## src/rtl/lpws_pkg.sv

```systemverilog
/*
 * Constants and types for the low power wake sequencer.
 * Assumes a single 100 MHz system clock; the cycle counts derive from it, OST_EDGE_CNT counts oscillator edges.
 */
package lpws_pkg;

	// ************************************************************
	// Clock and timing
	// ************************************************************
	localparam int CLK_PERIOD_NS = 10;
	localparam int PREP_US = 10;
	localparam int PREP_CYC = (PREP_US * 1000 + CLK_PERIOD_NS - 1) /
		CLK_PERIOD_NS;
	localparam int PLL_LOCK_MS = 2;
	localparam int PLL_LOCK_CYC = PLL_LOCK_MS * 1000000 / CLK_PERIOD_NS;
	localparam int IOS_STAB_MS = 1;
	localparam int IOS_STAB_CYC = IOS_STAB_MS * 1000000 / CLK_PERIOD_NS;
	localparam int OST_EDGE_CNT = 1024;
	localparam int PREP_W = $clog2(PREP_CYC + 1);

	// ************************************************************
	// Register layouts
	// ************************************************************
	localparam int GIE_BIT = 7;
	localparam int IFS_LSB = 4;
	localparam int IFS_W = 3;
	localparam int OSC_CTRL_W = 8;
	localparam logic [OSC_CTRL_W-1:0] OSC_CTRL_RST = 8'h00;
	localparam int TUNE_W = 6;
	localparam logic [TUNE_W-1:0] TUNE_RST = 6'h00;

	// ************************************************************
	// Types
	// ************************************************************
	typedef enum logic [2:0] {
		PRI_LOW_POWER_CRYSTAL,
		PRI_STANDARD_CRYSTAL,
		PRI_HIGH_SPEED_CRYSTAL,
		PRI_CRYSTAL_PLL_MODE,
		PRI_EXTERNAL_CLOCK_MODE,
		PRI_RESISTOR_CAPACITOR_OSC,
		PRI_FAST_INTERNAL_OSC,
		PRI_SLOW_INTERNAL_RC
	} lpws_pri_t;

	typedef enum logic [1:0] {
		CLK_PRIMARY,
		CLK_SECONDARY_OSC,
		CLK_INTERNAL,
		CLK_NONE
	} lpws_clk_t;

endpackage

```

## src/rtl/lpws_wake_seq.sv

```systemverilog
/*
 * Wake sequencer for sleep and idle modes: wake sources, start-up waits,
 * clock ready flags, clock hand-back and watchdog clear/reset decisions.
 * Assumes interrupt flags, watchdog time-out, reset request, clock loss
 * and the primary oscillator pin are asynchronous; all else is on clk_i.
 */
`timescale 1ns/10ps
module lpws_wake_seq #(
	parameter int IRQ_N = 8,
	parameter int OST_EDGES = lpws_pkg::OST_EDGE_CNT,
	parameter int PLL_CYC = lpws_pkg::PLL_LOCK_CYC,
	parameter int IOS_CYC = lpws_pkg::IOS_STAB_CYC
) (
	// Clock and reset
	input wire logic clk_i,
	input wire logic rst_i,
	// Configuration
	input wire lpws_pkg::lpws_pri_t primary_mode_i,
	input wire logic dual_speed_startup_i,
	input wire logic clock_fail_monitor_i,
	// CPU side
	input wire logic sleep_instr_i,
	input wire logic idle_en_i,
	input wire logic watchdog_clear_instruction_i,
	input wire logic [7:0] interrupt_control_reg_i,
	input wire logic osc_ctrl_wr_i,
	input wire logic [lpws_pkg::OSC_CTRL_W-1:0] osc_ctrl_wdata_i,
	input wire logic osc_tune_wr_i,
	input wire logic [lpws_pkg::TUNE_W-1:0] osc_tune_wdata_i,
	// Interrupt logic
	input wire logic [IRQ_N-1:0] irq_flag_i,
	input wire logic [IRQ_N-1:0] irq_enable_i,
	// Asynchronous events and oscillator pin
	input wire logic wdt_timeout_i,
	input wire logic reset_req_i,
	input wire logic clock_loss_i,
	input wire logic primary_osc_i,
	// Execution control
	output logic cpu_run_o,
	output logic cpu_reset_hold_o,
	output logic wake_vector_o,
	output logic wake_resume_o,
	// Clock control and status
	output lpws_pkg::lpws_clk_t sys_clk_sel_o,
	output logic primary_osc_en_o,
	output logic primary_clock_ready_flag_o,
	output logic internal_osc_stable_flag_o,
	output logic [lpws_pkg::OSC_CTRL_W-1:0] oscillator_control_reg_o,
	output logic [lpws_pkg::TUNE_W-1:0] fast_osc_trim_o,
	output logic [lpws_pkg::TUNE_W-1:0] slow_rc_trim_o,
	// Watchdog control
	output logic wdt_clear_o,
	output logic wdt_reset_o
);

	// ************************************************************
	// Parameter checks and widths
	// ************************************************************
	localparam int SW = IRQ_N + 4;
	localparam int PMAX = (PLL_CYC > OST_EDGES) ? PLL_CYC : OST_EDGES;
	localparam int PCW = $clog2(PMAX + 1);
	localparam int ICW = $clog2(IOS_CYC + 1);

	if (IRQ_N < 1 || OST_EDGES < 1 || PLL_CYC < 1 || IOS_CYC < 1) begin : g_bad
		$error("lpws_wake_seq: counts and IRQ_N must be at least one");
	end

	typedef enum logic [1:0] {
		ST_RST_HOLD,
		ST_RUN,
		ST_HALT,
		ST_WAKE
	} lpws_state_t;

	function automatic logic is_crystal(input lpws_pkg::lpws_pri_t m);
		is_crystal = (m == lpws_pkg::PRI_LOW_POWER_CRYSTAL) ||
			(m == lpws_pkg::PRI_STANDARD_CRYSTAL) ||
			(m == lpws_pkg::PRI_HIGH_SPEED_CRYSTAL) ||
			(m == lpws_pkg::PRI_CRYSTAL_PLL_MODE);
	endfunction

	// ************************************************************
	// Input synchronisers
	// ************************************************************
	logic [SW-1:0] as_raw;
	logic [SW-1:0] s1_r, s2_r, s3_r, flt_r, flt_nxt;

	assign as_raw = {primary_osc_i, clock_loss_i, reset_req_i, wdt_timeout_i,
		irq_flag_i};

	// Filtered level moves only when stages two and three agree
	always_comb begin
		flt_nxt = (s2_r & s3_r) | (flt_r & (s2_r | s3_r));
	end

	always_ff @(posedge clk_i or posedge rst_i) begin
		if (rst_i) begin
			s1_r <= '0;
			s2_r <= '0;
			s3_r <= '0;
			flt_r <= '0;
		end else begin
			s1_r <= as_raw;
			s2_r <= s1_r;
			s3_r <= s2_r;
			flt_r <= flt_nxt;
		end
	end

	logic [IRQ_N-1:0] irq_s;
	logic wdt_s, rreq_s, loss_s, osc_s;
	assign irq_s = flt_r[IRQ_N-1:0];
	assign wdt_s = flt_r[IRQ_N];
	assign rreq_s = flt_r[IRQ_N+1];
	assign loss_s = flt_r[IRQ_N+2];
	assign osc_s = flt_r[IRQ_N+3];

	// ************************************************************
	// Sequencer state
	// ************************************************************
	lpws_state_t state_r, state_nxt;
	lpws_pkg::lpws_clk_t sel_r, sel_nxt, halt_clk_r, halt_clk_nxt;
	logic halt_idle_r, halt_idle_nxt, irq_wake_r, irq_wake_nxt;
	logic pri_on_r, pri_on_nxt, pri_rdy_r, pri_rdy_nxt;
	logic pll_ph_r, pll_ph_nxt, sw_pend_r, sw_pend_nxt;
	logic ios_on_r, ios_on_nxt, internal_osc_stable_flag_r, internal_osc_stable_flag_nxt;
	logic [PCW-1:0] pri_cnt_r, pri_cnt_nxt;
	logic [ICW-1:0] ios_cnt_r, ios_cnt_nxt;
	logic [lpws_pkg::PREP_W-1:0] prep_cnt_r, prep_cnt_nxt;
	logic run_r, run_nxt, hold_r, hold_nxt;
	logic vec_r, vec_nxt, res_r, res_nxt, wclr_r, wclr_nxt, wrst_r, wrst_nxt;
	logic [lpws_pkg::OSC_CTRL_W-1:0] octl_r, octl_nxt;
	logic [lpws_pkg::TUNE_W-1:0] ftrim_r, strim_r, trim_nxt;
	logic osc_prev_r, wdt_prev_r;

	logic osc_edge, wdt_edge, wake_req, two_speed, prep_done, fast_pri;
	logic [lpws_pkg::IFS_W-1:0] ifs_old, ifs_new;

	always_comb begin
		osc_edge = osc_s & ~osc_prev_r;
		wdt_edge = wdt_s & ~wdt_prev_r;
		two_speed = dual_speed_startup_i | clock_fail_monitor_i;
		fast_pri = (primary_mode_i == lpws_pkg::PRI_FAST_INTERNAL_OSC);
		prep_done = (prep_cnt_r ==
			lpws_pkg::PREP_W'(lpws_pkg::PREP_CYC - 1));
		wake_req = (|(irq_s & irq_enable_i)) | wdt_edge;
		ifs_old = octl_r[lpws_pkg::IFS_LSB +: lpws_pkg::IFS_W];
		ifs_new = osc_ctrl_wdata_i[lpws_pkg::IFS_LSB +: lpws_pkg::IFS_W];

		state_nxt = state_r;
		sel_nxt = sel_r;
		halt_clk_nxt = halt_clk_r;
		halt_idle_nxt = halt_idle_r;
		irq_wake_nxt = irq_wake_r;
		pri_on_nxt = pri_on_r;
		pri_rdy_nxt = pri_rdy_r;
		pll_ph_nxt = pll_ph_r;
		sw_pend_nxt = sw_pend_r;
		ios_on_nxt = ios_on_r;
		internal_osc_stable_flag_nxt = internal_osc_stable_flag_r;
		pri_cnt_nxt = pri_cnt_r;
		ios_cnt_nxt = ios_cnt_r;
		prep_cnt_nxt = prep_cnt_r;
		run_nxt = run_r;
		hold_nxt = hold_r;
		vec_nxt = 1'b0;
		res_nxt = 1'b0;
		wrst_nxt = 1'b0;
		octl_nxt = octl_r;
		trim_nxt = ftrim_r;

		// Primary start-up: crystal count, then PLL lock time
		if (pri_on_r && !pri_rdy_r) begin
			if (!pll_ph_r) begin
				if (osc_edge) begin
					pri_cnt_nxt = pri_cnt_r + PCW'(1);
					if (pri_cnt_r == PCW'(OST_EDGES - 1)) begin
						pri_cnt_nxt = '0;
						if (primary_mode_i == lpws_pkg::PRI_CRYSTAL_PLL_MODE) begin
							pll_ph_nxt = 1'b1;
						end else begin
							pri_rdy_nxt = 1'b1;
						end
					end
				end
			end else begin
				pri_cnt_nxt = pri_cnt_r + PCW'(1);
				if (pri_cnt_r == PCW'(PLL_CYC - 1)) begin
					pri_rdy_nxt = 1'b1;
				end
			end
		end

		// Fast internal oscillator stabilisation; clocks keep running
		if (ios_on_r) begin
			ios_cnt_nxt = ios_cnt_r + ICW'(1);
			if (ios_cnt_r == ICW'(IOS_CYC - 1)) begin
				ios_on_nxt = 1'b0;
				internal_osc_stable_flag_nxt = 1'b1;
			end
		end

		// Hand back to primary once it is ready
		if (sw_pend_r && pri_rdy_nxt && state_r != ST_HALT) begin
			sw_pend_nxt = 1'b0;
			sel_nxt = lpws_pkg::CLK_PRIMARY;
			if (!fast_pri) begin
				internal_osc_stable_flag_nxt = 1'b0;
				ios_on_nxt = 1'b0;
			end
		end

		if (osc_tune_wr_i) begin
			trim_nxt = osc_tune_wdata_i;
		end

		if (osc_ctrl_wr_i) begin
			octl_nxt = osc_ctrl_wdata_i;
			if (ifs_new == '0) begin
				internal_osc_stable_flag_nxt = 1'b0;
				ios_on_nxt = 1'b0;
			end else if (ifs_old == '0) begin
				ios_on_nxt = 1'b1;
				ios_cnt_nxt = '0;
			end
		end

		case (state_r)
			ST_RST_HOLD: begin
				run_nxt = 1'b0;
				hold_nxt = 1'b1;
				if (!rreq_s) begin
					if (pri_rdy_nxt) begin
						state_nxt = ST_RUN;
						hold_nxt = 1'b0;
						run_nxt = 1'b1;
						sel_nxt = lpws_pkg::CLK_PRIMARY;
						sw_pend_nxt = 1'b0;
					end else if (two_speed) begin
						state_nxt = ST_RUN;
						hold_nxt = 1'b0;
						run_nxt = 1'b1;
						sel_nxt = lpws_pkg::CLK_INTERNAL;
						sw_pend_nxt = 1'b1;
					end
				end
			end
			ST_RUN: begin
				if (wdt_edge) begin
					wrst_nxt = 1'b1;
				end else if (sleep_instr_i) begin
					state_nxt = ST_HALT;
					run_nxt = 1'b0;
					halt_idle_nxt = idle_en_i;
					halt_clk_nxt = idle_en_i ? sel_r : lpws_pkg::CLK_NONE;
					sel_nxt = idle_en_i ? sel_r : lpws_pkg::CLK_NONE;
					if (!(idle_en_i && sel_r == lpws_pkg::CLK_PRIMARY &&
						pri_rdy_r)) begin
						pri_on_nxt = 1'b0;
						pri_rdy_nxt = 1'b0;
						sw_pend_nxt = 1'b0;
					end
					if (!idle_en_i) begin
						internal_osc_stable_flag_nxt = 1'b0;
						ios_on_nxt = 1'b0;
					end
				end
			end
			ST_HALT: begin
				if (wake_req) begin
					state_nxt = ST_WAKE;
					irq_wake_nxt = ~wdt_edge;
					prep_cnt_nxt = '0;
					if (!pri_on_r) begin
						pri_on_nxt = 1'b1;
						sw_pend_nxt = 1'b1;
						pri_cnt_nxt = '0;
						pll_ph_nxt = 1'b0;
						pri_rdy_nxt = ~is_crystal(primary_mode_i);
						if (fast_pri && !(halt_clk_r ==
							lpws_pkg::CLK_INTERNAL && internal_osc_stable_flag_r)) begin
							ios_on_nxt = 1'b1;
							ios_cnt_nxt = '0;
						end
					end
					if (!halt_idle_r) begin
						sel_nxt = two_speed ? lpws_pkg::CLK_INTERNAL :
							lpws_pkg::CLK_NONE;
					end
				end
			end
			ST_WAKE: begin
				if (!prep_done) begin
					prep_cnt_nxt = prep_cnt_r + lpws_pkg::PREP_W'(1);
				end else if (pri_rdy_r || halt_idle_r || two_speed) begin
					state_nxt = ST_RUN;
					run_nxt = 1'b1;
					if (irq_wake_r &&
						interrupt_control_reg_i[lpws_pkg::GIE_BIT]) begin
						vec_nxt = 1'b1;
					end else begin
						res_nxt = 1'b1;
					end
				end
			end
			default: begin
				state_nxt = ST_RST_HOLD;
			end
		endcase

		// Any reset, including the watchdog one, restarts the primary
		if (rreq_s || wrst_nxt) begin
			state_nxt = ST_RST_HOLD;
			run_nxt = 1'b0;
			hold_nxt = 1'b1;
			vec_nxt = 1'b0;
			res_nxt = 1'b0;
			octl_nxt = lpws_pkg::OSC_CTRL_RST;
			internal_osc_stable_flag_nxt = 1'b0;
			ios_on_nxt = 1'b0;
			// Only on entry, so a primary that gets ready while held switches
			if (state_r != ST_RST_HOLD) begin
				sel_nxt = lpws_pkg::CLK_INTERNAL;
				sw_pend_nxt = 1'b1;
				pri_on_nxt = 1'b1;
				pri_cnt_nxt = '0;
				pll_ph_nxt = 1'b0;
				pri_rdy_nxt = ~is_crystal(primary_mode_i);
			end
		end

		wclr_nxt = (state_r == ST_RUN && sleep_instr_i) |
			watchdog_clear_instruction_i |
			(loss_s & clock_fail_monitor_i) |
			(osc_ctrl_wr_i && ifs_new != ifs_old &&
			sel_r == lpws_pkg::CLK_INTERNAL);
	end

	always_ff @(posedge clk_i or posedge rst_i) begin
		if (rst_i) begin
			state_r <= ST_RST_HOLD;
			sel_r <= lpws_pkg::CLK_INTERNAL;
			halt_clk_r <= lpws_pkg::CLK_NONE;
			halt_idle_r <= 1'b0;
			irq_wake_r <= 1'b0;
			pri_on_r <= 1'b1;
			pri_rdy_r <= 1'b0;
			pll_ph_r <= 1'b0;
			sw_pend_r <= 1'b1;
			ios_on_r <= 1'b0;
			internal_osc_stable_flag_r <= 1'b0;
			pri_cnt_r <= '0;
			ios_cnt_r <= '0;
			prep_cnt_r <= '0;
			run_r <= 1'b0;
			hold_r <= 1'b1;
			vec_r <= 1'b0;
			res_r <= 1'b0;
			wclr_r <= 1'b0;
			wrst_r <= 1'b0;
			octl_r <= lpws_pkg::OSC_CTRL_RST;
			ftrim_r <= lpws_pkg::TUNE_RST;
			strim_r <= lpws_pkg::TUNE_RST;
			osc_prev_r <= 1'b0;
			wdt_prev_r <= 1'b0;
		end else begin
			state_r <= state_nxt;
			sel_r <= sel_nxt;
			halt_clk_r <= halt_clk_nxt;
			halt_idle_r <= halt_idle_nxt;
			irq_wake_r <= irq_wake_nxt;
			pri_on_r <= pri_on_nxt;
			pri_rdy_r <= pri_rdy_nxt;
			pll_ph_r <= pll_ph_nxt;
			sw_pend_r <= sw_pend_nxt;
			ios_on_r <= ios_on_nxt;
			internal_osc_stable_flag_r <= internal_osc_stable_flag_nxt;
			pri_cnt_r <= pri_cnt_nxt;
			ios_cnt_r <= ios_cnt_nxt;
			prep_cnt_r <= prep_cnt_nxt;
			run_r <= run_nxt;
			hold_r <= hold_nxt;
			vec_r <= vec_nxt;
			res_r <= res_nxt;
			wclr_r <= wclr_nxt;
			wrst_r <= wrst_nxt;
			octl_r <= octl_nxt;
			ftrim_r <= trim_nxt;
			strim_r <= trim_nxt;
			osc_prev_r <= osc_s;
			wdt_prev_r <= wdt_s;
		end
	end

	// ************************************************************
	// Outputs, all straight from flops
	// ************************************************************
	assign cpu_run_o = run_r;
	assign cpu_reset_hold_o = hold_r;
	assign wake_vector_o = vec_r;
	assign wake_resume_o = res_r;
	assign sys_clk_sel_o = sel_r;
	assign primary_osc_en_o = pri_on_r;
	assign primary_clock_ready_flag_o = pri_rdy_r;
	assign internal_osc_stable_flag_o = internal_osc_stable_flag_r;
	assign oscillator_control_reg_o = octl_r;
	assign fast_osc_trim_o = ftrim_r;
	assign slow_rc_trim_o = strim_r;
	assign wdt_clear_o = wclr_r;
	assign wdt_reset_o = wrst_r;

endmodule

```

## config.mk

```make
export PLATFORM = sky130hd
export DESIGN_NAME = lpws_wake_seq
export DESIGN_NICKNAME = d
export VERILOG_FILES = /design/src/rtl/lpws_pkg.sv /design/src/rtl/lpws_wake_seq.sv
export SDC_FILE = /design/constraint.sdc
export NUM_CORES = 1
export LEC_CHECK = 0
export ABC_AREA = 0
export BUFFER_PORTS_ARGS = -buffer_cell sky130_fd_sc_hd__clkbuf_2
export CORE_ASPECT_RATIO = 2
export CORE_UTILIZATION = 57
export CTS_CLUSTER_SIZE = 20
export DETAILED_ROUTE_END_ITERATION = 8
export GPL_TIMING_DRIVEN = 0
export PLACE_DENSITY_LB_ADDON = 0.2
export REMOVE_ABC_BUFFERS = 1
export SLEW_MARGIN = 0
export SYNTH_ARGS = -nofsm -noshare
export SYNTH_HDL_FRONTEND = slang
export SYNTH_SLANG_ARGS = --single-unit
```

## constraint.sdc

```tcl
create_clock -name clk_i -period 4.3 [get_ports clk_i]
set_input_delay 0.43 -clock clk_i [delete_from_list [all_inputs] [get_ports clk_i]]
set_output_delay 0.43 -clock clk_i [all_outputs]
set_load 0.01 [all_outputs]
```

---- Word-level counts from Yosys, hierarchy flattened ----
Cells that the tools add are included.
operators by class
  add/sub/neg operators ................... 3
  equality and inequality tests ........... 24
  muxes and demuxes ....................... 140
  multipliers ............................. 0
  div/mod/pow operators ................... 0
  magnitude comparators ................... 0
  bitwise operators ....................... 17
  reductions and logical operators ........ 35
  shift operators ......................... 0
operator list
  cell                                             number
  two-way mux 18 bit                               9
  two-way mux 17 bit                               8
  two-way mux 1 bit                                91
  two-way mux 2 bit                                20
  bitwise AND 12 bit                               2
  OR 12 bit                                        2
  two-way mux 10 bit                               2
  case mux 10 bit (2 select lines)                 1
  adder 18 x 1 -> 18 bit, second input constant    1
  == test 18 x 10 -> 1 bit, second input constant  1
  == test 18 bit, second input constant            1
  inequality test 3 bit, second input constant     6
  adder 17 x 1 -> 17 bit, second input constant    1
  == test 17 bit, second input constant            1
  two-way mux 8 bit                                2
  logical AND 1 bit                                11
  adder 10 x 1 -> 10 bit, second input constant    1
  == test 10 bit, second input constant            1
  zero test 3 bit                                  3
  bitwise AND 8 bit                                1
  == test 2 bit, second input constant             4
  case mux 2 bit (4 select lines)                  1
  nonzero test 2 bit                               4
  OR reduction 8 bit                               1
  21 further kinds                                 44
word-level totals
  memories kept ........................... 0
  bits in writable memories ............... 0
  flip-flop bits (word level) ............. 129
  memory bits (read-only) ................. 0
  latch bits .............................. 0
  bits of input ports ..................... 54
  output and inout port bits .............. 31
  word-level logic and storage cells ...... 247

---- Longest topological paths before layout ----
Gate-level depths: netlist of the first run.
  word-level depth ........................ 17
  gate-level depth with buffers ........... 8
  depth with buffers taken out ............ 7

---- Worst setup path after synthesis of the first run ----
No wires, ideal clock.
  kind .................................... reg-to-reg
  start point ............................. reg pri_cnt_r[12]
  end point ............................... reg ios_on_r
  path buffers ............................ 0
  required time ........................... 4.169 ns
  arrival ................................. 1.824 ns
  clock period less this slack ............ 1.955 ns
  stages on the path, launching flop included .. 6
  library setup time ...................... 0.131 ns
  slack ................................... 2.345 ns
  path through ............................ dfrtp_1 or4_4 nor3_4 a31oi_4 a2111oi_1 o31ai_1
on the way
  cells in the longest elaborated chain, start to end .. 16
  elaborated cells between the ends (all ways) .. 21
  those cells by class .................... 2 x eq/ne; 17 x mux; 2 x reduce/logical
RTL lines
  element                               RTL line                                    source
  from (decl)                           lpws_wake_seq.sv:127                        logic [PCW-1:0] pri_cnt_r, pri_cnt_nxt;
  from (signal assigned)                lpws_wake_seq.sv:378                        pri_cnt_r <= pri_cnt_nxt;
  == test 18 x 10 -> 1 bit              lpws_wake_seq.sv:177                        if (pri_cnt_r == PCW'(OST_EDGES - 1)) begin
  two-way mux 1 bit                     lpws_wake_seq.sv:177
  two-way mux 1 bit                     lpws_wake_seq.sv:175                        if (osc_edge) begin
  two-way mux 1 bit *                   lpws_wake_seq.sv:174                        if (!pll_ph_r) begin
  two-way mux 1 bit *                   lpws_wake_seq.sv:173                        if (pri_on_r && !pri_rdy_r) begin
  logical AND 1 bit * (2 in a row)      lpws_wake_seq.sv:204                        if (sw_pend_r && pri_rdy_nxt && state_r != ST_HALT) begin
  two-way mux 1 bit *                   lpws_wake_seq.sv:204
  two-way mux 1 bit                     lpws_wake_seq.sv:222                        end else if (ifs_old == '0) begin
  two-way mux 1 bit                     lpws_wake_seq.sv:219                        if (ifs_new == '0) begin
  two-way mux 1 bit *                   lpws_wake_seq.sv:217                        if (osc_ctrl_wr_i) begin
  two-way mux 1 bit (on tied branches)  lpws_wake_seq.sv:280, lpws_wake_seq.sv:263
  two-way mux 1 bit (on tied branches)  lpws_wake_seq.sv:274, lpws_wake_seq.sv:251
  two-way mux 1 bit (on tied branches)  lpws_wake_seq.sv:270, lpws_wake_seq.sv:249
  case mux 1 bit (2 select lines) *     lpws_wake_seq.sv:228                        case (state_r)
  two-way mux 1 bit *                   lpws_wake_seq.sv:312                        if (rreq_s || wrst_nxt) begin
  net ios_on_nxt                        lpws_wake_seq.sv:126                        logic ios_on_r, ios_on_nxt, internal_osc_stable_flag_r, internal_osc_stable_flag_nxt;
  to (signal assigned)                  lpws_wake_seq.sv:376                        ios_on_r <= ios_on_nxt;
  to (decl)                             lpws_wake_seq.sv:126
The timed path passes the listed nets; every way through them passes the cells marked *.
A chain may end at the register's enable or synchronous reset.

---- Worst setup path in the final report of the first run ----
  start point ............................. reg state_r[0]
  end point ............................... reg ios_cnt_r[0]
on the way
  cells in the longest elaborated chain, start to end .. 2
RTL lines
  element                 RTL line              source
  from (decl)             lpws_wake_seq.sv:121  lpws_state_t state_r, state_nxt;
  from (signal assigned)  lpws_wake_seq.sv:367  state_r <= state_nxt;
  == test 2 bit           lpws_wake_seq.sv:228
  two-way mux 17 bit      lpws_wake_seq.sv:228
  net ios_cnt_nxt[0]      lpws_wake_seq.sv:128  logic [ICW-1:0] ios_cnt_r, ios_cnt_nxt;
  to (signal assigned)    lpws_wake_seq.sv:379  ios_cnt_r <= ios_cnt_nxt;
  to (decl)               lpws_wake_seq.sv:128
The timed path passes the listed nets, and every way through them passes these cells.

==> summary.txt, run 1 <==
Run status
  – Status: complete, no violations

Detailed routing
  – Drt initial violations: about 340
  – DRC: 0
  – TritonRoute pass-1 iters: 5
  – ANT nets after route: 0
  – Via count: approximately 4700
  – Top sig layer: met4
  – Routed Wire Length: ~14000 um
  – Metal3 WL: approximately 540 um
  – Metal1 wirelength: about 5100 um
  – Metal2 WL: 7540 um
  – Post-DR vias/cell: ~6
  – WL/cell: about 18 um

Placement
  – # port buffers: between 70 and 80
  – Dpl hpwl: approximately 9700 um
  – RePlAce Congestion: approximately 0.95

Synthesis
  – Post-synthesis cell area: between 5000 and 6000 sq um
  – EDFF count, synth: 0
  – Seq/Total Area, Yosys: roughly 54%
  – Cell accounting for the most synthesized area: dfrtp_1
  – Syn_area_per_cell: ~11 sq um
  – Ys Warns: 0
  – Top_reg_cell synth: dfrtp_1
  – Ranking of synthesized cells by area: dfrtp_1 (52%), nor2_1 (3.3%), nand2_1 (3.0%)
  – Synth top area share: roughly half
  – Synth Instances: between 500 and 600
  – Synthesis-stage register bit count: 129
  – Netlist cell types: 73
  – Synth async-reset ratio: 100%

GRT
  – First-pass GRT wire length: about 22000 um
  – Initial antenna violation count: 0
  – Tot GR Track Use: a little over a quarter
  – Vias in the first global route: 4696
  – Largest net degree at the start of global routing: approximately 100
  – GRT Residual Overflow: 0

Power and ir drop
  – P per Cell Area: 527 nW/um^2
  – Maximum VDD drop: 0.000358 V
  – Overall power: around 3.7 mW
  – Leak pwr: between 3 and 4 nW

Layout
  – Antenna cells: 0
  – Nets: 693
  – Storage element area: between 3000 and 4000 sq um
  – Synthesis-to-finish area growth: 17.7%
  – Fillcell total: roughly 810
  – Commonest non-fill, non-tap cell in the layout: dfrtp_1
  – Area occupied by multi-input gates: around 2500 sq um
  – Commonest non-fill, non-tap cells in the layout: dfrtp_1 (123), clkbuf_2 (77), nor2_1 (52), nand2_1 (48), a21oi_1 (30)
  – Layout cells sized above 1: approximately a fifth

Die
  – Core area: ~10000 sq um
  – Placement Rows: 52
  – Ports: 85
  – Die Ht: 147 um
  – Die W: 74.4 um
  – Initial Util: about 60%
  – Die area: 10900 sq um

Clock tree
  – Post-CTS sizing: 0
  – Worst-path clk slew: 0.06 ns
  – Clock tree from TritonCTS: yes
  – Clock latency on the worst-skew pair: roughly 0.42 ns
  – H-tree levels: 4
  – Total CTS buffers: 17
  – Max Root-Sink Buffers: 2
  – CTS Sinks: ~130
  – Root Driver: clkbuf_16

STA
  – Slew @ Worst Pin: between 1 and 1.5 ns
  – Fin crit period: about 2.8 ns
  – Slew Viols, Final: 0
  – Fmax: around 350 MHz
  – RSZ-0062 raised after global routing: no
  – Hold Violations, Final: 0
  – Final setup viols: 0
  – Final TNS setup: 0 ns
  – Fin Clk Skew: approximately 0.014 ns
  – Slew margin rel.: between 10% and 20%
  – Final critical-path share of the clock period: between 60% and 70%

Min path
  – Critical hold path startpoint: irq_flag_i[6]
  – Hold/Removal Path Class: in -> reg

Worst setup path
  – Slowest stage cell, crit path: o21ai_1
  – Worst r2r src: state_r[0]$_DFFE_PP0P_
  – CP startpoint: state_r[0]$_DFFE_PP0P_
  – Critical Path RT: ~4.5 ns
  – Nature of the critical path startpoint: flip-flop
  – CP bufs+invs: 1
  – Cell Chain, Critical Path: inv_1 -> ha_1 -> nand2b_1 -> a21o_1 -> o21ai_1 -> nor2_1
  – CP Class: reg -> reg
  – Crit path DAT: ~3.1 ns
  – CP max FO: 17
  – CP delay by family, top: compound AO/OA/AOI/OAI gates
  – CP Capture Type: flip-flop
  – Crit-path max cell delay: 1.00 ns

Flow run
  – Max_cap viols: 0
## final cells by class
class	instances	share of cell area (%)
tap	135	2.40
inverter	17	0.979
clock inverter	12	2.10
sequential	129	46.0
clock buffer	20	6.35
timing repair buffer	79	6.01
multi-input combinational	387	36.1
## power by group
group / internal (mW) / switching [mW]
clock network: 0.882 / 0.568
logic: 0.289 / 0.458
registers: 1.37 / 0.142
## timing repair
action / in CTS / in global routing
hold buffers: 1 / 0
endpoints found under the hold margin: 27 / 0
buffers inserted: 0 / 0
## stage by stage
stage                     std cells  worst slack (ns)  area (sq um)  util (%)  hold slack, ns
final                           779              1.46          7030      69.3           0.110
after global routing            779              1.34          7030      69.3           0.106
after CTS                       779              1.49          7030      69.3          0.0976
after detailed placement        746              1.52          6430      63.3           0.336
after global placement          745            -0.803          6390      63.0           0.332
after floorplan                 533             0.439          5840         -           0.331
## state kept, by name, indices dropped and copies added (netlist names), 2 cells and up
name	cells
s1_r	12
s2_r	12
halt_clk_r	2
flt_r	12
prep_cnt_r	10
oscillator_control_reg_o	8
slow_rc_trim_o	6
sys_clk_sel_o	2
pri_cnt_r	18
s3_r	12
state_r	2
ios_cnt_r	17
## cell usage after synthesis, types with 3 or more instances
cell type / number
o21ai_0: 16
dfstp_2: 6
a31oi_1: 8
a211oi_1: 3
nor4_1: 3
buf_2: 4
nand3_1: 23
buf_4: 7
nand4_1: 12
nand2_1: 48
a21boi_0: 3
a21o_1: 4
xnor2_1: 14
o31ai_1: 9
a22oi_1: 6
and4_1: 7
xor2_1: 8
or4_1: 5
clkbuf_1: 13
nor3_1: 9
a21oi_1: 30
maj3_1: 12
mux2_2: 7
a311oi_1: 6
or3_1: 4
nor4b_1: 3
mux2i_1: 12
ha_1: 8
nand4b_1: 3
nor4bb_1: 3
inv_1: 17
and2_1: 4
nor2b_1: 4
nand2b_1: 9
nor2_1: 52
a41oi_1: 4
and3_1: 7
dfrtp_1: 123
## final timing paths
check | cells after the start | to | slack, ns
hold / removal | 1 | s1_r[6]$_DFF_PP0_ | 0.11
hold reg to reg | 0 | s2_r[4]$_DFF_PP0_ | 0.35
setup / recovery | 6 | ios_cnt_r[0]$_DFF_PP0_ | 1.46
max in group asynchronous | 4 | halt_clk_r[1]$_DFFE_PP1P_ | 3.01
min in group asynchronous | 3 | s3_r[4]$_DFF_PP0_ | 0.51
setup reg to reg | 6 | ios_cnt_r[0]$_DFF_PP0_ | 1.46
## metal layers
metal  global-route usage, %  up-vias
met4                    16.9        0
met3                    5.42       51
met2                    47.7      155
met5                       0        -
met1                    27.8     2285
li1                        -     2183
## logic make-up (layout without fill, tap and decap cells)
logic type,after synthesis,after routing,synth area share [%]
and+or+nand+nor,211,211,19.0
DFF,129,129,54.1
AOI/OAI and AO/OA,115,115,13.3
buffers and inverters,42,128,3.33
xor gates and xnor gates,22,22,3.22
adders and majority gates,20,20,3.69
muxes,19,19,3.33
Note: power is estimated with default switching activity, not from simulation.
==> inputs of run 2 (changes only) <==
CORE_UTILIZATION = 52   (was 57)
clock period = 2.37 ns   (was 4.3 ns; I/O delays follow)
==> run 2 against run 1 <==
Net effect:
- worst hold slack lost 0.079 ns
- non-clock buffer count is 15 higher
- register-to-register slack lost 1.4 ns
- largest power group unchanged
==> summary.txt, run 2 (synthesized netlist as in run 1, its figures left out) <==
Run status
  – Status: complete, no violations (unchanged)

Power and ir drop
  – Sw frac: 33.1% (was 31.5%)
  – Maximum VDD drop: 0.000812 V (was 0.000358 V)
  – Share of power burned in registers: 41.4% (was 40.8%)
  – Cell Int Power: 4.43 mW (was 2.54 mW)
  – Gate power share: 21.2% (was 20.1%)
  – Psw: 2.19 mW (was 1.17 mW)
  – Clock network power share: 37.4% (was 39.1%)
  – P per Cell Area: 917 nW/um^2 (was 527 nW/um^2)
  – Leak pwr: 3.20 nW (was 3.13 nW)

GRT
  – GRT Residual Overflow: 0 (unchanged)
  – Largest net degree at the start of global routing: 77 (was 103)
  – Initial antenna violation count: 0 (unchanged)
  – Tot GR Track Use: 24.6% (was 27.0%)
  – Vias in the first global route: 4797 (was 4696)
  – First-pass GRT wire length: 22700 um (was 22200 um)

STA
  – Slew margin rel.: 40.4% (was 16.8%)
  – Fin crit period: 2.28 ns (was 2.84 ns)
  – Fin Clk Skew: 0.00871 ns (was 0.0137 ns)
  – Slew Viols, Final: 0 (unchanged)
  – Slew @ Worst Pin: 0.892 ns (was 1.24 ns)
  – Fmax: 438 MHz (was 352 MHz)
  – Final setup viols: 0 (unchanged)
  – Hold Violations, Final: 0 (unchanged)
  – Final critical-path share of the clock period: 96.3% (was 66.1%)
  – RSZ-0062 raised after global routing: no (unchanged)

Clock tree
  – Root Driver: clkbuf_16 (unchanged)
  – Clock latency on the worst-skew pair: 0.41 ns (was 0.42 ns)
  – H-tree levels: 4 (unchanged)
  – Clock tree from TritonCTS: yes (unchanged)
  – Max Root-Sink Buffers: 2 (unchanged)
  – CTS Sinks: 129 (unchanged)
  – Total CTS buffers: 17 (unchanged)
  – Worst-path clk slew: 0.06 ns (about the same)

Layout
  – Biggest regs: pri_cnt_r x18, ios_cnt_r x17 (unchanged)
  – Largest reg by FF count: pri_cnt_r (unchanged)
  – Commonest non-fill, non-tap cell in the layout: dfrtp_1 (unchanged)
  – Nets: 708 (was 693)
  – Non-Filler Instances: 801 (was 779)
  – Design area: 7230 sq um (was 7030 sq um)
  – Fillcell total: 909 (was 806)
  – Synthesis-to-finish area growth: 20.9% (was 17.7%)
  – Layout cells sized above 1: 22.9% (was 21.3%)
  – Antenna cells: 0 (unchanged)
  – Max reg flops: 18 (unchanged)
  – Commonest non-fill, non-tap cells in the layout: dfrtp_1 (123), clkbuf_2 (77), nor2_1 (52), nand2_1 (47), a21oi_1 (29) (was dfrtp_1 (123), clkbuf_2 (77), nor2_1 (52), nand2_1 (48), a21oi_1 (30))

Worst setup path
  – Nature of the critical path startpoint: flip-flop (unchanged)
  – Worst r2r src: flt_r[3]$_DFF_PP0_ (was state_r[0]$_DFFE_PP0P_)
  – CP startpoint: flt_r[3]$_DFF_PP0_ (was state_r[0]$_DFFE_PP0P_)
  – Worst r2r path cells: 5 (was 6)
  – CP max FO: 16 (was 17)
  – Crit path DAT: 2.58 ns (was 3.08 ns)
  – Worst r2r dst: pri_cnt_r[5]$_DFF_PP0_ (was ios_cnt_r[0]$_DFF_PP0_)
  – CP Class: reg -> reg (unchanged)
  – Critical Path RT: 2.67 ns (was 4.54 ns)
  – Register-to-register setup slack: 0.09 ns (was 1.46 ns)
  – CP Capture Type: flip-flop (unchanged)

Detailed routing
  – Via count: 4729 (was 4674)
  – DRC: 0 (unchanged)
  – Drt initial violations: 306 (was 337)
  – ANT nets after route: 0 (unchanged)
  – Routed Wire Length: 13800 um (about the same)
  – TritonRoute pass-1 iters: 5 (unchanged)
  – Post-DR vias/cell: 5.90 (was 6.00)
  – WL/cell: 17.2 um (was 17.7 um)

Die
  – Initial Util: 53.3% (was 58.9%)
  – Die W: 77.8 um (was 74.4 um)
  – Die Ht: 154 um (was 147 um)
  – Core area: 11200 sq um (was 10100 sq um)
  – Ports: 85 (unchanged)
  – Placement Rows: 55 (was 52)
  – Die area: 12000 sq um (was 10900 sq um)

Min path
  – WHS Endpoint: wake_resume_o$_DFF_PP0_ (was s1_r[6]$_DFF_PP0_)
  – Critical hold path startpoint: interrupt_control_reg_i[7] (was irq_flag_i[6])
  – Hold/Removal Path Class: in -> reg (unchanged)
  – Hold path depth: 2 (was 1)

Flow run
  – Max_cap viols: 0 (unchanged)

Placement
  – # port buffers: 77 (unchanged)
  – RePlAce Congestion: 0.860 (was 0.951)
  – Placed insts: 753 (was 746)
  – Dpl hpwl: 9980 um (was 9660 um)
  – Area after DPL: 6440 sq um (was 6430 sq um)
run 2: changes by cell type in the layout (fill, tap and decap cells not counted), sizes merged:
| cell | before | now |
|---|---|---|
| dlygate4sd3 | 1 | 13 |
| inv | 22 | 26 |
| buf | 1 | 4 |
| clkbuf | 97 | 94 |
| bufinv | 2 | 0 |
| clkinv | 3 | 5 |
| clkinvlp | 2 | 1 |
run 2: layer usage:
metal / up-vias / track usage [%] / wire, um
met4: 0 / 11.4 / 485
met1: 2308 / 25.2 / 5150
met2: 166 / 45.9 / 7650
li1: 2207 / - / -
met5: - / 0 / 0
met3: 48 / 5.76 / 524
run 2: how the worst max path moves through the flow:
stage | cells past startpoint | to | slack (ns)
final | 5 | pri_cnt_r[5]$_DFF_PP0_ | 0.09
after global routing | 5 | pri_cnt_r[8]$_DFF_PP0_ | 0.003
after CTS | 6 | prep_cnt_r[9]$_DFFE_PP0P_ | 0.003
after detailed placement | 6 | ios_cnt_r[10]$_DFF_PP0_ | -0.35
after global placement | 2 | pri_cnt_r[13]$_DFF_PP0_ | -2.52
after floorplan | 1 | cpu_run_o$_DFFE_PP0P_ | -1.30
run 2: area by class of cell:
| type | count | area, sq um | area share, % |
|---|---|---|---|
| Clock buffer | 17 | 425 | 5.89 |
| Clock inverter | 15 | 143 | 1.97 |
| Inverter | 17 | 68.8 | 0.952 |
| Multi-Input combinational cell | 387 | 2610 | 36.1 |
| Sequential cell | 129 | 3240 | 44.8 |
| Tap cell | 142 | 178 | 2.46 |
| Timing Repair Buffer | 94 | 566 | 7.83 |
run 2: power by group through the flow:
| stage | registers, mW | logic, mW | clock network [mW] |
|---|---|---|---|
| floorplan | 2.74 | 0.875 | 0 |
| global placement | 2.76 | 1.28 | 0 |
| detailed placement | 2.77 | 1.33 | 0 |
| CTS | 2.74 | 1.37 | 2.53 |
| global route | 2.78 | 1.53 | 2.62 |
| finish | 2.74 | 1.40 | 2.48 |
run 2: stage by stage:
| step | utilization, % | TNS, ns | power, mW | hold slack [ns] | worst slack [ns] |
|---|---|---|---|---|---|
| CTS | 63.9 | 0 | 6.63 | 0.0158 | 0.00254 |
| floorplan | - | -161.90 | 3.62 | 0.268 | -1.30 |
| detailed placement | 57.4 | -10.54 | 4.10 | 0.336 | -0.350 |
| global route | 64.4 | 0 | 6.93 | 0.0189 | 0.00263 |
| finish | 64.4 | 0 | 6.62 | 0.0302 | 0.0879 |
| global placement | 57.1 | -324.67 | 4.04 | 0.331 | -2.52 |
run 2: critical path, stage by stage, from the launching register on:
cell	delay, ns
dfrtp_1	0.39
a22oi_1	0.26
and4_1	0.47
a21o_1	0.40
nand2_2	0.30
a311oi_1	0.34
run 2: repair_timing:
item | in CTS | in global routing
buffers inserted | 0 | 3
hold endpoints to repair | 86 | 0
resized for setup | 7 | 7
pin swaps | 0 | 1
hold buffers | 13 | 0
endpoints found under the setup margin | 45 | 26
==> inputs of run 3 (changes only) <==
BUFFER_PORTS_ARGS = unset   (was -buffer_cell sky130_fd_sc_hd__clkbuf_2)
CORE_UTILIZATION = 35   (was 52)
CTS_CLUSTER_DIAMETER = 50   (was unset)
DONT_BUFFER_PORTS = 1   (was unset)
==> run 3 against run 2 <==
Net effect:
- first-iteration DRC count shrank 37%
- wire length grew 9.1%
- clock power about the same
- setup slack better by 0.038 ns
- sequential cell count is the same
- critical path type unchanged
- largest cell class unchanged
==> summary.txt, run 3 (synthesized netlist as in run 1, its figures left out) <==
Run status
  – Status: complete, no violations (unchanged)

Clock tree
  – H-tree levels: 4 (unchanged)
  – Clock tree from TritonCTS: yes (unchanged)
  – Total CTS buffers: 17 (unchanged)
  – Clock latency on the worst-skew pair: 0.42 ns (was 0.41 ns)
  – Max Root-Sink Buffers: 2 (unchanged)
  – Worst-path clk slew: 0.06 ns (about the same)
  – CTS Sinks: 129 (unchanged)
  – Root Driver: clkbuf_16 (unchanged)

Worst setup path
  – CP max FO: 11 (was 16)
  – CP Class: reg -> reg (unchanged)
  – Nature of the critical path startpoint: flip-flop (unchanged)
  – CP startpoint: primary_osc_en_o$_DFF_PP1_ (was flt_r[3]$_DFF_PP0_)
  – Crit path DAT: 2.56 ns (was 2.58 ns)
  – CP Capture Type: flip-flop (unchanged)
  – Worst r2r src: primary_osc_en_o$_DFF_PP1_ (was flt_r[3]$_DFF_PP0_)
  – Critical Path RT: 2.69 ns (was 2.67 ns)

STA
  – Fmax: 446 MHz (was 438 MHz)
  – Fin Clk Skew: 0.00966 ns (was 0.00871 ns)
  – Slew Viols, Final: 0 (unchanged)
  – Hold Violations, Final: 0 (unchanged)
  – Final TNS setup: 0 ns (unchanged)
  – Final setup viols: 0 (unchanged)
  – Setup WS post-layout: 0.126 ns (was 0.0879 ns)
  – Slew margin rel.: 34.6% (was 40.4%)
  – Fin Hold WS: 0.00391 ns (was 0.0302 ns)
  – Final critical-path share of the clock period: 94.7% (was 96.3%)
  – Slew @ Worst Pin: 0.979 ns (was 0.892 ns)
  – Fin crit period: 2.24 ns (was 2.28 ns)

Die
  – Die area: 17600 sq um (was 12000 sq um)
  – Ports: 85 (unchanged)
  – Core area: 16800 sq um (was 11200 sq um)
  – Placement Rows: 67 (was 55)
  – Initial Util: 35.6% (was 53.3%)
  – Die Ht: 187 um (was 154 um)
  – Die W: 94.4 um (was 77.8 um)

Placement
  – # port buffers: 0 (was 77)
  – Pre-CTS setup slack: -0.408 ns (was -0.350 ns)
  – Dpl hpwl: 10400 um (was 9980 um)
  – RePlAce Congestion: 0.869 (was 0.860)

Layout
  – Nets: 666 (was 708)
  – Post-layout util: 43.5% (was 64.4%)
  – Largest reg by FF count: pri_cnt_r (unchanged)
  – Layout cells sized above 1: 13.6% (was 22.9%)
  – Commonest non-fill, non-tap cells in the layout: dfrtp_1 (123), nor2_1 (52), nand2_1 (47), dlygate4sd3_1 (45), a21oi_1 (28) (was dfrtp_1 (123), clkbuf_2 (77), nor2_1 (52), nand2_1 (47), a21oi_1 (29))
  – Antenna cells: 0 (unchanged)
  – Max reg flops: 18 (unchanged)
  – Fillcell total: 1594 (was 909)
  – Synthesis-to-finish area growth: 22.1% (was 20.9%)
  – Biggest regs: pri_cnt_r x18, ios_cnt_r x17 (unchanged)
  – Commonest non-fill, non-tap cell in the layout: dfrtp_1 (unchanged)

Detailed routing
  – TritonRoute pass-1 iters: 6 (was 5)
  – Post-DR vias/cell: 5.48 (was 5.90)
  – Via count: 4518 (was 4729)
  – WL/cell: 18.3 um (was 17.2 um)
  – ANT nets after route: 0 (unchanged)
  – DRC: 0 (unchanged)
  – Routed Wire Length: 15100 um (was 13800 um)
  – Drt initial violations: 193 (was 306)

Power and ir drop
  – Leak pwr: 3.02 nW (was 3.20 nW)
  – Overall power: 6.62 mW (about the same)
  – Maximum VDD drop: 0.000484 V (was 0.000812 V)
  – P per Cell Area: 908 nW/um^2 (was 917 nW/um^2)

Min path
  – Critical hold path startpoint: primary_mode_i[2] (was interrupt_control_reg_i[7])
  – Hold/Removal Path Class: in -> reg (unchanged)

GRT
  – First-pass GRT wire length: 24500 um (was 22700 um)
  – Largest net degree at the start of global routing: 68 (was 77)
  – Met2 Track Usage GR: 33.1% (was 45.9%)
  – Global routing's busiest layer: met2 (unchanged)
  – Initial antenna violation count: 0 (unchanged)
  – Tot GR Track Use: 18.3% (was 24.6%)
  – GRT Residual Overflow: 0 (unchanged)
  – Met3 usage: 4.65% (was 5.76%)
  – Vias in the first global route: 4818 (was 4797)
  – M1 GR Usage: 18.0% (was 25.2%)

Flow run
  – Max_cap viols: 0 (unchanged)
## run 3: final cells by class
class	count	area (sq um)	share of cell area, %
multi-input combinational	388	2640	36.2
clock buffer	20	467	6.40
sequential	129	3240	44.3
inverter	17	68.8	0.943
timing repair buffer	51	515	7.07
clock inverter	12	108	1.47
tap	207	259	3.55
## run 3: power breakdown
part / switching (mW) / internal (mW)
sequential: 0.325 / 2.49
clock: 0.977 / 1.52
combinational: 0.770 / 0.536
total: 2.07 / 4.55
## run 3: per-stage QoR
step	area [sq um]	instances
after floorplan	5840	533
after global placement	6100	740
after detailed placement	6130	741
after CTS	7200	818
after global routing	7300	824
final	7300	824
## run 3: path summary, 6_finish.rpt
path	endpoint	slack, ns	cells past startpoint
min	primary_clock_ready_flag_o$_DFF_PP0_	0.004	2
max	pri_cnt_r[8]$_DFF_PP0_	0.13	6
max reg2reg	pri_cnt_r[8]$_DFF_PP0_	0.13	6
min reg2reg	s2_r[11]$_DFF_PP0_	0.35	0
min in group asynchronous	slow_rc_trim_o[5]$_DFFE_PP0P_	0.40	2
max in group asynchronous	sys_clk_sel_o[1]$_DFF_PP1_	1.18	3
## run 3: layer usage
layer  vias to the layer above  wire (um)
met5                         -          0
met4                         0        713
met3                        42        566
met2                       101       8350
met1                      2247       5430
li1                       2128          -
## run 3: critical path, stage by stage (launching register included)
cell      delay [ns]
dfstp_2         0.69
nand2b_1        0.18
o21bai_1        0.43
a21oi_4         0.37
buf_4           0.17
a31oi_1         0.07
a311oi_1        0.23
## run 3: repair_timing
item | in CTS | in global routing
cloned | 0 | 1
endpoints found under the hold margin | 90 | 0
endpoints found under the setup margin | 45 | 25
buffers inserted | 0 | 5
hold buffers | 45 | 0
resized for setup | 10 | 12
pin swaps | 0 | 2
